--- src/hdl/dspctl_pkg.sv ---
// package of the serial-input pin and processing-mode control bank
// assumes byte registers on a 32-bit axi4-lite word map, byte address = 4 * index
package dspctl_pkg;

	// register indices; any printed offset is not a multiple of four, so address = 4 * index
	localparam logic [7:0] IDX_RSVD_53        = 8'h35;
	localparam logic [7:0] IDX_PIN_CTRL       = 8'h36;
	localparam logic [7:0] IDX_RSVD_55        = 8'h37;
	localparam logic [7:0] IDX_RSVD_56        = 8'h38;
	localparam logic [7:0] IDX_RSVD_57        = 8'h39;
	localparam logic [7:0] IDX_RSVD_58        = 8'h3a;
	localparam logic [7:0] IDX_ZERO_ONLY      = 8'h3b;
	localparam logic [7:0] IDX_PROC_SEL       = 8'h3c;
	localparam logic [7:0] IDX_DEFAULT_ONLY   = 8'h3d;
	localparam logic [7:0] IDX_ENGINE_MODE    = 8'h3e;
	localparam int         ADDR_W             = 10;

	// reset values
	localparam logic [7:0] RST_RSVD_53        = 8'h09;
	localparam logic [7:0] RST_PIN_CTRL       = 8'h02;
	localparam logic [7:0] RST_RSVD_ZERO      = 8'h00;
	localparam logic [7:0] RST_PROC_SEL       = 8'h01;
	localparam logic [7:0] RST_DEFAULT_ONLY   = 8'h08;
	localparam logic [7:0] RST_ENGINE_MODE    = 8'h00;

	// field positions
	localparam int PIN_MODE_LSB   = 1;
	localparam int PIN_VALUE_BIT  = 0;
	localparam int COND_A_BIT     = 2;
	localparam int COND_B_BIT     = 1;
	localparam int HOLD_CNT_BIT   = 0;

	// serial input pin modes
	typedef enum logic [1:0] {
		PIN_OFF   = 2'b00,
		PIN_AUDIO = 2'b01,
		PIN_GPI   = 2'b10,
		PIN_RSVD  = 2'b11
	} dspctl_pin_e;

	// processing select codes
	localparam logic [4:0] SEL_ENGINE = 5'h00;
	localparam logic [4:0] SEL_P4     = 5'h04;
	localparam logic [4:0] SEL_P6     = 5'h06;
	localparam logic [4:0] SEL_P12    = 5'h0c;
	localparam logic [4:0] SEL_P16    = 5'h10;
	localparam logic [4:0] SEL_P20    = 5'h14;
	localparam logic [4:0] SEL_P22    = 5'h16;
	localparam logic [4:0] SEL_P25    = 5'h19;
	localparam logic [4:0] BLK_NONE   = 5'h00;

	// axi responses
	localparam logic [1:0] RESP_OKAY   = 2'b00;
	localparam logic [1:0] RESP_SLVERR = 2'b10;

endpackage : dspctl_pkg

--- src/hdl/dspctl_sync.sv ---
// two-flop synchroniser for the serial input pin
// assumes the pin is asynchronous to i_clock
`timescale 1ns/1ps
module dspctl_sync
	import dspctl_pkg::*;
(
	// clock and reset
	input  wire logic i_clock,
	input  wire logic i_reset,
	// async level in, synchronised level out
	input  wire logic i_async,
	output logic      o_sync
);
	typedef struct packed {
		logic meta;
		logic sync;
	} dspctl_sync_s;

	dspctl_sync_s state_reg;
	dspctl_sync_s state_next;

	always_comb begin
		state_next      = state_reg;
		state_next.meta = i_async;
		state_next.sync = state_reg.meta;
	end

	always_ff @(posedge i_clock) begin
		if (i_reset) begin
			state_reg <= '0;
		end else begin
			state_reg <= state_next;
		end
	end

	assign o_sync = state_reg.sync;
endmodule : dspctl_sync

--- src/hdl/dspctl_decode.sv ---
// decodes the processing select field into engine choice and block number
// assumes a 5-bit select code held in a register of the same clock
`timescale 1ns/1ps
module dspctl_decode
	import dspctl_pkg::*;
(
	// select code in
	input  wire logic [4:0] i_code,
	// decoded selection
	output logic            o_use_engine,
	output logic [4:0]      o_block,
	output logic            o_illegal
);
	always_comb begin
		o_use_engine = 1'b0;
		o_block      = BLK_NONE;
		o_illegal    = 1'b0;
		if (i_code == SEL_ENGINE) begin
			o_use_engine = 1'b1;
		end else if (i_code >= SEL_P4 && i_code <= SEL_P6) begin
			o_block = i_code;
		end else if (i_code >= SEL_P12 && i_code <= SEL_P16) begin
			o_block = i_code;
		end else if (i_code >= SEL_P20 && i_code <= SEL_P22) begin
			o_block = i_code + 5'h00;
		end else if (i_code == SEL_P25) begin
			o_block = i_code;
		end else begin
			// reserved codes pass no audio; software should not use them
			o_illegal = 1'b1;
		end
	end
endmodule : dspctl_decode

--- src/hdl/dspctl_top.sv ---
// Function
// - pin mode 00 powers the serial input buffer down and the pin is ignored.
// - pin mode 01 enables the pin as audio serial input or clock generator source.
// - pin mode 10 makes the pin a general-purpose input; 11 is reserved.
// - select code 0 0000 routes playback through the programmable engine.
// - select codes 0 0100 to 0 0110 choose fixed blocks 4, 5 and 6.
// - select codes 0 1100 to 1 0000 choose fixed blocks 12 to 16.
// - select codes 1 0100 to 1 0110 choose fixed blocks 20 to 22.
// - select code 1 1001 chooses fixed block 25.
// - condition bit A sits at bit 2 of the engine mode register for jumps.
// - condition bit B sits at bit 1 of the engine mode register for jumps.
// - with bit 0 clear the engine instruction counter restarts each frame.
// - with bit 0 set the instruction counter runs on across frames.
//
// control register bank over axi4-lite, byte registers in low lanes of aligned words
// assumes i_pin_async is an asynchronous pin and i_frame_start a same-clock pulse
//
// Register access over AXI4-Lite is this design's own decision.
`timescale 1ns/1ps
module dspctl_top
	import dspctl_pkg::*;
(
	// clock and reset
	input  wire logic              i_clock,
	input  wire logic              i_reset,
	// axi4-lite write address
	input  wire logic [ADDR_W-1:0] i_awaddr,
	input  wire logic [2:0]        i_awprot,
	input  wire logic              i_awvalid,
	output logic                   o_awready,
	// axi4-lite write data
	input  wire logic [31:0]       i_wdata,
	input  wire logic [3:0]        i_wstrb,
	input  wire logic              i_wvalid,
	output logic                   o_wready,
	// axi4-lite write response
	output logic [1:0]             o_bresp,
	output logic                   o_bvalid,
	input  wire logic              i_bready,
	// axi4-lite read address
	input  wire logic [ADDR_W-1:0] i_araddr,
	input  wire logic [2:0]        i_arprot,
	input  wire logic              i_arvalid,
	output logic                   o_arready,
	// axi4-lite read data
	output logic [31:0]            o_rdata,
	output logic [1:0]             o_rresp,
	output logic                   o_rvalid,
	input  wire logic              i_rready,
	// serial input pin and audio frame timing
	input  wire logic              i_pin_async,
	input  wire logic              i_frame_start,
	// pin control outputs
	output logic                   o_pin_buffer_en,
	output logic                   o_pin_audio_data,
	output logic                   o_pin_to_clock_generator_block,
	output logic                   o_general_purpose_input,
	// processing control outputs
	output logic                   o_use_engine,
	output logic [4:0]             o_fixed_block,
	output logic                   o_select_illegal,
	output logic                   o_conditional_jump_a,
	output logic                   o_conditional_jump_b,
	output logic                   o_counter_restart
);

	////////////////////////////////////////////////////////////////////////////

	typedef struct packed {
		logic [7:0]        rsvd_53;
		logic [7:0]        pin_ctrl;
		logic [7:0]        rsvd_55;
		logic [7:0]        rsvd_56;
		logic [7:0]        rsvd_57;
		logic [7:0]        rsvd_58;
		logic [7:0]        zero_only;
		logic [7:0]        proc_sel;
		logic [7:0]        default_only;
		logic [7:0]        engine_mode;
		logic              aw_held;
		logic [ADDR_W-1:0] aw_addr;
		logic              w_held;
		logic [7:0]        w_data;
		logic              w_lane0;
		logic              bvalid;
		logic [1:0]        bresp;
		logic              rvalid;
		logic [31:0]       rdata;
		logic [1:0]        rresp;
		logic              pin_buffer_en;
		logic              pin_audio_data;
		logic              pin_clkgen;
		logic              general_purpose_input;
		logic              use_engine;
		logic [4:0]        fixed_block;
		logic              select_illegal;
		logic              cond_a;
		logic              cond_b;
		logic              counter_restart;
	} dspctl_top_s;

	dspctl_top_s state_reg;
	dspctl_top_s state_next;

	logic       pin_sync;
	logic       dec_engine;
	logic [4:0] dec_block;
	logic       dec_illegal;

	// maps a byte address to its register index, flags unmapped words
	function automatic logic [8:0] dspctl_index(input logic [ADDR_W-1:0] addr);
		logic [7:0] idx;
		idx = addr[ADDR_W-1:2];
		if (addr[1:0] == 2'b00 && idx >= IDX_RSVD_53 && idx <= IDX_ENGINE_MODE) begin
			return {1'b1, idx};
		end
		return {1'b0, idx};
	endfunction : dspctl_index

	////////////////////////////////////////////////////////////////////////////

	dspctl_sync u_sync (
		.i_clock (i_clock),
		.i_reset (i_reset),
		.i_async (i_pin_async),
		.o_sync  (pin_sync)
	);

	dspctl_decode u_decode (
		.i_code       (state_reg.proc_sel[4:0]),
		.o_use_engine (dec_engine),
		.o_block      (dec_block),
		.o_illegal    (dec_illegal)
	);

	////////////////////////////////////////////////////////////////////////////

	always_comb begin
		logic [8:0]  widx;
		logic [8:0]  ridx;
		logic [7:0]  rbyte;
		logic [1:0]  pmode;
		logic        pin_val;
		state_next = state_reg;
		widx       = '0;
		ridx       = '0;
		rbyte      = '0;
		pmode      = state_reg.pin_ctrl[PIN_MODE_LSB +: 2];
		pin_val    = 1'b0;

		// capture address and data in either order
		if (i_awvalid && !state_reg.aw_held) begin
			state_next.aw_held = 1'b1;
			state_next.aw_addr = i_awaddr;
		end
		if (i_wvalid && !state_reg.w_held) begin
			state_next.w_held  = 1'b1;
			state_next.w_data  = i_wdata[7:0];
			state_next.w_lane0 = i_wstrb[0];
		end

		// write commits once both halves are held and no response is pending
		if (state_reg.aw_held && state_reg.w_held && !state_reg.bvalid) begin
			widx               = dspctl_index(state_reg.aw_addr);
			state_next.aw_held = 1'b0;
			state_next.w_held  = 1'b0;
			state_next.bvalid  = 1'b1;
			state_next.bresp   = widx[8] ? RESP_OKAY : RESP_SLVERR;
			if (widx[8] && state_reg.w_lane0) begin
				// reserved registers store what is written; software keeps them at defaults
				unique case (widx[7:0])
					IDX_RSVD_53:      state_next.rsvd_53      = state_reg.w_data;
					IDX_PIN_CTRL:     state_next.pin_ctrl     = state_reg.w_data;
					IDX_RSVD_55:      state_next.rsvd_55      = state_reg.w_data;
					IDX_RSVD_56:      state_next.rsvd_56      = state_reg.w_data;
					IDX_RSVD_57:      state_next.rsvd_57      = state_reg.w_data;
					IDX_RSVD_58:      state_next.rsvd_58      = state_reg.w_data;
					IDX_ZERO_ONLY:    state_next.zero_only    = state_reg.w_data;
					IDX_PROC_SEL:     state_next.proc_sel     = state_reg.w_data;
					IDX_DEFAULT_ONLY: state_next.default_only = state_reg.w_data;
					IDX_ENGINE_MODE:  state_next.engine_mode  = state_reg.w_data;
					default:          state_next.engine_mode  = state_reg.engine_mode;
				endcase
			end
		end
		if (state_reg.bvalid && i_bready) begin
			state_next.bvalid = 1'b0;
		end

		// read: one word at a time, answered the cycle after arvalid is taken
		if (i_arvalid && !state_reg.rvalid) begin
			ridx = dspctl_index(i_araddr);
			unique case (ridx[7:0])
				IDX_RSVD_53:      rbyte = state_reg.rsvd_53;
				IDX_PIN_CTRL:     rbyte = {state_reg.pin_ctrl[7:1], state_reg.general_purpose_input};
				IDX_RSVD_55:      rbyte = state_reg.rsvd_55;
				IDX_RSVD_56:      rbyte = state_reg.rsvd_56;
				IDX_RSVD_57:      rbyte = state_reg.rsvd_57;
				IDX_RSVD_58:      rbyte = state_reg.rsvd_58;
				IDX_ZERO_ONLY:    rbyte = state_reg.zero_only;
				IDX_PROC_SEL:     rbyte = state_reg.proc_sel;
				IDX_DEFAULT_ONLY: rbyte = state_reg.default_only;
				IDX_ENGINE_MODE:  rbyte = state_reg.engine_mode;
				default:          rbyte = 8'h00;
			endcase
			state_next.rvalid = 1'b1;
			state_next.rdata  = {24'h000000, ridx[8] ? rbyte : 8'h00};
			state_next.rresp  = ridx[8] ? RESP_OKAY : RESP_SLVERR;
		end else if (state_reg.rvalid && i_rready) begin
			state_next.rvalid = 1'b0;
		end

		// pin mode steering; the off mode gates the buffer so the pin reads as zero
		pin_val = pin_sync;
		state_next.pin_buffer_en  = (pmode == PIN_AUDIO) || (pmode == PIN_GPI);
		state_next.pin_audio_data = (pmode == PIN_AUDIO) && pin_val;
		state_next.pin_clkgen     = (pmode == PIN_AUDIO) && pin_val;
		state_next.general_purpose_input            = (pmode == PIN_GPI) && pin_val;

		// processing selection
		state_next.use_engine     = dec_engine;
		state_next.fixed_block    = dec_block;
		state_next.select_illegal = dec_illegal;

		// engine control bits
		state_next.cond_a = state_reg.engine_mode[COND_A_BIT];
		state_next.cond_b = state_reg.engine_mode[COND_B_BIT];
		// restart pulse follows the frame start only while the hold bit is clear
		state_next.counter_restart = i_frame_start &&
			!state_reg.engine_mode[HOLD_CNT_BIT];
	end

	always_ff @(posedge i_clock) begin
		if (i_reset) begin
			state_reg              <= '0;
			state_reg.rsvd_53      <= RST_RSVD_53;
			state_reg.pin_ctrl     <= RST_PIN_CTRL;
			state_reg.rsvd_55      <= RST_RSVD_ZERO;
			state_reg.rsvd_56      <= RST_RSVD_ZERO;
			state_reg.rsvd_57      <= RST_RSVD_ZERO;
			state_reg.rsvd_58      <= RST_RSVD_ZERO;
			state_reg.zero_only    <= RST_RSVD_ZERO;
			state_reg.proc_sel     <= RST_PROC_SEL;
			state_reg.default_only <= RST_DEFAULT_ONLY;
			state_reg.engine_mode  <= RST_ENGINE_MODE;
		end else begin
			state_reg <= state_next;
		end
	end

	////////////////////////////////////////////////////////////////////////////

	assign o_awready = !state_reg.aw_held;
	assign o_wready  = !state_reg.w_held;
	assign o_bresp   = state_reg.bresp;
	assign o_bvalid  = state_reg.bvalid;
	assign o_arready = !state_reg.rvalid;
	assign o_rdata   = state_reg.rdata;
	assign o_rresp   = state_reg.rresp;
	assign o_rvalid  = state_reg.rvalid;

	assign o_pin_buffer_en                = state_reg.pin_buffer_en;
	assign o_pin_audio_data               = state_reg.pin_audio_data;
	assign o_pin_to_clock_generator_block = state_reg.pin_clkgen;
	assign o_general_purpose_input        = state_reg.general_purpose_input;
	assign o_use_engine                   = state_reg.use_engine;
	assign o_fixed_block                  = state_reg.fixed_block;
	assign o_select_illegal               = state_reg.select_illegal;
	assign o_conditional_jump_a           = state_reg.cond_a;
	assign o_conditional_jump_b           = state_reg.cond_b;
	assign o_counter_restart              = state_reg.counter_restart;

endmodule : dspctl_top

--- config.mk ---
export PLATFORM = sky130hd
export DESIGN_NAME = dspctl_top
export DESIGN_NICKNAME = d
export VERILOG_FILES = /design/src/hdl/dspctl_pkg.sv /design/src/hdl/dspctl_sync.sv /design/src/hdl/dspctl_decode.sv /design/src/hdl/dspctl_top.sv
export SDC_FILE = /design/constraint.sdc
export NUM_CORES = 1
export LEC_CHECK = 0
export CAP_MARGIN = 10
export CORE_MARGIN = 2
export CORE_UTILIZATION = 45
export DETAILED_ROUTE_END_ITERATION = 12
export DONT_BUFFER_PORTS = 1
export PLACE_DENSITY_LB_ADDON = 0.3
export SYNTH_ARGS = -nofsm -noshare
export SYNTH_HDL_FRONTEND = slang
export SYNTH_SLANG_ARGS = --single-unit
--- constraint.sdc ---
create_clock -name i_clock -period 2.45 [get_ports i_clock]
set_input_delay 0.245 -clock i_clock [delete_from_list [all_inputs] [get_ports i_clock]]
set_output_delay 0.245 -clock i_clock [all_outputs]
set_load 0.005 [all_outputs]
==> results_dict.tcl, run 1 <==
set metrics [dict create \
    status "finished clean" \
    antenna_left 0 \
    grt_pass1_vias 4039 \
    yosysWarnings 0 \
    rsz0062_at_grt "no" \
    postCtsSetupRepairBufs 0 \
    cp_max_fo 8 \
    synthXorXnorAreaFrac_pct 0 \
    ys_async_sr_fraction_pct 0 \
    routed_wl_mm 12.9 \
    grt_max_degree 115 \
    syn_to_final_growth_pct 13.3 \
    numPlacedInstances 742 \
    period_minus_slack_ps 2080 \
    fin_ws_ps 366 \
    fill_cells 1150 \
    largest_reg_flops 98 \
    dieArea_um2 13800 \
    antenna_found_initial 0 \
    p_per_area_nw_per_um2 743 \
    rows 41 \
    slew-limit-headroom_pct 48.2 \
    grt_pass1_wl_mm 20.9 \
    overflow 0 \
    core_area_um2 12600 \
    muxShareOfSynthArea_pct 18.3 \
    firstDrtPassIters 6 \
    timing.hold.ws_ps 15.8 \
    synthFlopType "dfxtp_1" \
    clk_latency_ps 410 \
    worstPathRequired_ps 2730 \
    layout-drive-gt1-share_pct 11.7 \
    max_freq_ghz 0.480 \
    vias 4183 \
    routedWlPerCell_um 16.2 \
    vias_per_cell 5.24 \
    finalCritPeriodShare_pct 85.1 \
    finalSetupViolations 0 \
    drtIter0Drc 293 \
    ys_seq_area_share_pct 43.9 \
    hold_buffers 26 \
    synth-compound-area-share_pct 9.16 \
    cts_buffers 17 \
    cts_tree "done" \
    synthTopCellsByArea "dfxtp_1, mux2i_1, nor2_1" \
    setup_tns_ps 0 \
    dp_slack_ps 419 \
    post-dp-hpwl_mm 8.25 \
    max-cap-violations 0 \
    netlist_area_um2 5790 \
    n_antenna_cell 0 \
    io_pins 126 \
    dieWidth_um 117 \
    hold_class "primary input to register" \
    die_h_um 117 \
    syn_inst 618 \
    synth_fa_ha_area_share_pct 0.605 \
    worst_pin_slew_ps 776 \
    power_leakage_nw 2.46 \
    final_common_cell "dfxtp_1" \
    worstPathArrival_ps 2360 \
    synth-edff-count 0 \
    peakVddDrop_v 0.000501 \
    drv_slew 0 \
    layout_common_cells "dfxtp_1, nor2_1, mux2i_1, nand2_1, a21oi_1" \
    route.detailed.drc 0 \
    clock_skew_ps 6.80 \
    clkSinkCount 127 \
    gp_congestion 0.831 \
    synth_top_family_by_area "simple AND/OR/NAND/NOR gates" \
    avgSynthCellArea_um2 9.37 \
    root_buffer "clkbuf_16" \
    cts.path.max_buffers 2 \
    path_class "register to register" \
    synth_top_area_share_pct 43.9 \
    finalPower_mw 4.87 \
    clkTransAtPathRegs_ps 50 \
    portBuffers 0 \
    grtUsageTotal_pct 19.2 \
    end_kind "register" \
    synth_seq_cells 127 \
    cts_max_level 4 \
    ctsResizeCount 0 \
    start_kind "register" \
    synth_top_area_cell "dfxtp_1" \
    hold_viol 0 \
    final_cells 798 \
    synth_cell_types 46 \
    fin_nets 688 \
    initial_core_util_pct 46.1 \
    synthSimpleGateAreaFrac_pct 18.6 \
]
[Yosys cell counts, drive strengths merged, types with 2 or more instances]
cell type  count
nor3          11
mux2i         78
nand2         51
a211oi         3
dfxtp        127
and3b          3
nand3b         6
nor3b          2
mux4           5
clkbuf        32
a31oi          2
nor2          97
mux2          15
a22oi         15
nor2b         10
ha             2
inv            9
o21a           2
nor4           9
and2b          2
buf           53
nand4          3
nand3          5
o21ai          9
a21oi         39
nand2b         7
a221oi         6
[worst max-delay path, cell delays in order, from the launching register on]
cell and delay [ps]:
dfxtp_1 330, and3b_1 340, nand3_1 140, or4_1 820
mux2i_1 260, nor2_1 60
[where the power goes]
group	switching (mW)	internal [mW]
sequential	0.0431	2.10
combinational	0.120	0.0863
clock	0.861	1.66
[worst paths after layout]
| check | endpoint | slack, ps | depth (start not counted) | from |
|---|---|---|---|---|
| max | state_reg[76] | 370 | 5 | o_bvalid |
| min | o_rvalid | 20 | 2 | i_rready |
| min reg2reg | state_reg[63] | 460 | 2 | state_reg[63] |
| max reg2reg | state_reg[76] | 370 | 5 | o_bvalid |
[layout make-up]
class                      instances  area, µm²  area share, %
timing repair buffer              38        368           5.61
multi-input combinational        421       2810           42.8
tap                              172        215           3.28
inverter                          10       37.5          0.572
clock inverter                     7        110           1.68
clock buffer                      23        478           7.29
sequential                       127       2540           38.8
[cell families after synthesis]
| kind of cell | count (synthesis) |
|---|---|
| AND/OR/NAND/NOR | 210 |
| multiplexers | 98 |
| flip-flops | 127 |
| adder cells (fa/ha/maj) | 3 |
| AO/OA/AOI/OAI | 84 |
| other | 1 |
| buffers and inverters | 95 |
[stage by stage]
step                instance area [µm²]  utilization [%]
finish                             6560             52.2
detailed placement                 5690             45.3
global placement                   5690             45.3
CTS                                6560             52.2
floorplan                          5880                -
global route                       6560             52.2
[routing by layer]
layer	share of wire, %	up-vias	global-route usage, %	wire, µm
met1	47	1964	25.1	6010
met5	0	-	0	0
met3	7.0	13	5.59	896
met2	45	152	30.5	5810
li1	-	2054	-	-
met4	1.3	0	6.17	170
No activity file was read; power rests on OpenSTA's default activity.
==> run 2, diff against run 1 <==
- CORE_UTILIZATION: 45 -> 50
==> run 2 against run 1 <==
Net effect:
- flip-flop and latch count unchanged
- critical endpoint is now state_reg[78]
- core utilization rose by 5.6 points
- clock power grew 7%
- total power grew 3.4%
- maximum frequency increased by 0.51%
==> results_dict.tcl, run 2 (synthesis gave the netlist of run 1 again) <==
set metrics [dict create \
    grtUsageTotal_pct 20.9 \
    finalCritPeriodShare_pct 84.6 \
    largest_reg_flops 98 \
    clock_skew_ps 6.85 \
    cts.path.max_buffers 2 \
    initial_core_util_pct 50.9 \
    n_antenna_cell 0 \
    routed_wl_mm 12.8 \
    vias 4224 \
    syn_to_final_growth_pct 13.4 \
    gp_congestion 0.882 \
    overflow 0 \
    path_class "register to register" \
    drv_slew 0 \
    slew-limit-headroom_pct 51.9 \
    ff2ff_setup_slack_ps 380 \
    grt_max_degree 115 \
    dieArea_um2 12500 \
    cp_max_fo 8 \
    die_h_um 112 \
    antenna_left 0 \
    layout_common_cells "dfxtp_1, nor2_1, mux2i_1, nand2_1, a21oi_1" \
    worstPathArrival_ps 2360 \
    reg2reg_depth 5 \
    post-dp-hpwl_mm 8.17 \
    max-cap-violations 0 \
    core_area_um2 11400 \
    finalSetupViolations 0 \
    p_per_area_nw_per_um2 767 \
    reg2reg_to "state_reg[78]" \
    layout-drive-gt1-share_pct 12.1 \
    power_leakage_nw 2.46 \
    cts_max_level 4 \
    rsz0062_at_grt "no" \
    end_kind "register" \
    max_freq_ghz 0.482 \
    numPlacedInstances 713 \
    rows 39 \
    peakVddDrop_v 0.000707 \
    cts_buffers 17 \
    vias_per_cell 5.49 \
    fill_cells 972 \
    period_minus_slack_ps 2070 \
    route.detailed.drc 0 \
    final_util_pct 57.8 \
    status "finished clean" \
    portBuffers 0 \
    drtIter0Drc 295 \
    routedWlPerCell_um 16.6 \
    firstDrtPassIters 5 \
    postCtsSetupRepairBufs 0 \
    antenna_found_initial 0 \
    multiInputGateArea_um2 2810 \
    io_pins 126 \
    grt_pass1_wl_mm 20.7 \
    final_common_cell "dfxtp_1" \
    worst_pin_slew_ps 721 \
    grt_pass1_vias 4037 \
    timing.hold.ws_ps 12.4 \
    root_buffer "clkbuf_16" \
    clk_latency_ps 410 \
    hold_viol 0 \
    dieWidth_um 112 \
    hold_path_depth 2 \
    start_kind "register" \
    worstPathRequired_ps 2730 \
    final_cells 770 \
    fin_nets 687 \
    r2r-start "state_reg[70]" \
    setup_tns_ps 0 \
    clkTransAtPathRegs_ps 50 \
    hold-path-endpoint "o_rvalid" \
    regArea_um2 2540 \
    cts_tree "done" \
    hold_class "primary input to register" \
    clkSinkCount 127 \
    hold_start "i_rready" \
]
run 2: cell types whose count changed in the layout (fill, tap and decap cells not counted), sizes merged:
cell,previous run,this run
clkinvlp,0,4
clkinv,5,2
bufinv,3,4
dlygate4sd3,25,24
run 2: critical path: stages (launching register included):
cell and delay [ps]:
dfxtp_1 310, and4bb_2 320, o211ai_2 140, or4_1 850
mux2i_1 270, nor2_1 50
run 2: timing repair:
item / 4_1_cts / 5_1_grt
hold buffers: 25 / 0
hold endpoints to repair: 114 / 0
resized for setup: 0 / 0
run 2: report_power, final:
group	total (mW)	leakage (nW)	internal [mW]	switching, mW
sequential	2.14	1.03	2.10	0.0426
clock	2.69	0.302	1.81	0.881
combinational	0.207	1.13	0.0852	0.121
total	5.04	2.46	3.99	1.05
run 2: metal layers:
metal	routed length [µm]	vias up	track usage [%]
met5	0	-	0
met4	178	0	8.07
met3	640	11	4.90
met2	6140	144	34.3
met1	5850	2012	27.0
li1	-	2057	-
run 2: how the worst max path moves through the flow:
stage / depth (start not counted) / slack [ps] / from / to
2_1_floorplan: 8 / 600 / o_bvalid / state_reg[78]
3_3_place_gp: 5 / 440 / state_reg[70] / state_reg[73]
3_5_place_dp: 5 / 400 / state_reg[70] / state_reg[78]
4_1_cts: 5 / 360 / state_reg[70] / state_reg[78]
5_1_grt: 5 / 250 / state_reg[65] / state_reg[78]
6_report: 5 / 380 / state_reg[70] / state_reg[78]
run 2: metrics by stage:
stage | power, mW | instance area (µm²) | setup WS (ps)
after global placement | 2.32 | 5660 | 437
final | 5.04 | 6570 | 376
after CTS | 5.07 | 6570 | 356
after global routing | 5.20 | 6570 | 249
after floorplan | 2.37 | 5880 | 605
after detailed placement | 2.32 | 5660 | 396
run 2: layout make-up:
| cell class | count | area share, % |
|---|---|---|
| clock inverters | 9 | 2.36 |
| clock buffers | 23 | 7.43 |
| repair buffers | 37 | 5.45 |
| well taps | 143 | 2.72 |
| flip-flops and latches | 127 | 38.7 |
| inverters | 10 | 0.572 |
| multi-input cells | 421 | 42.7 |
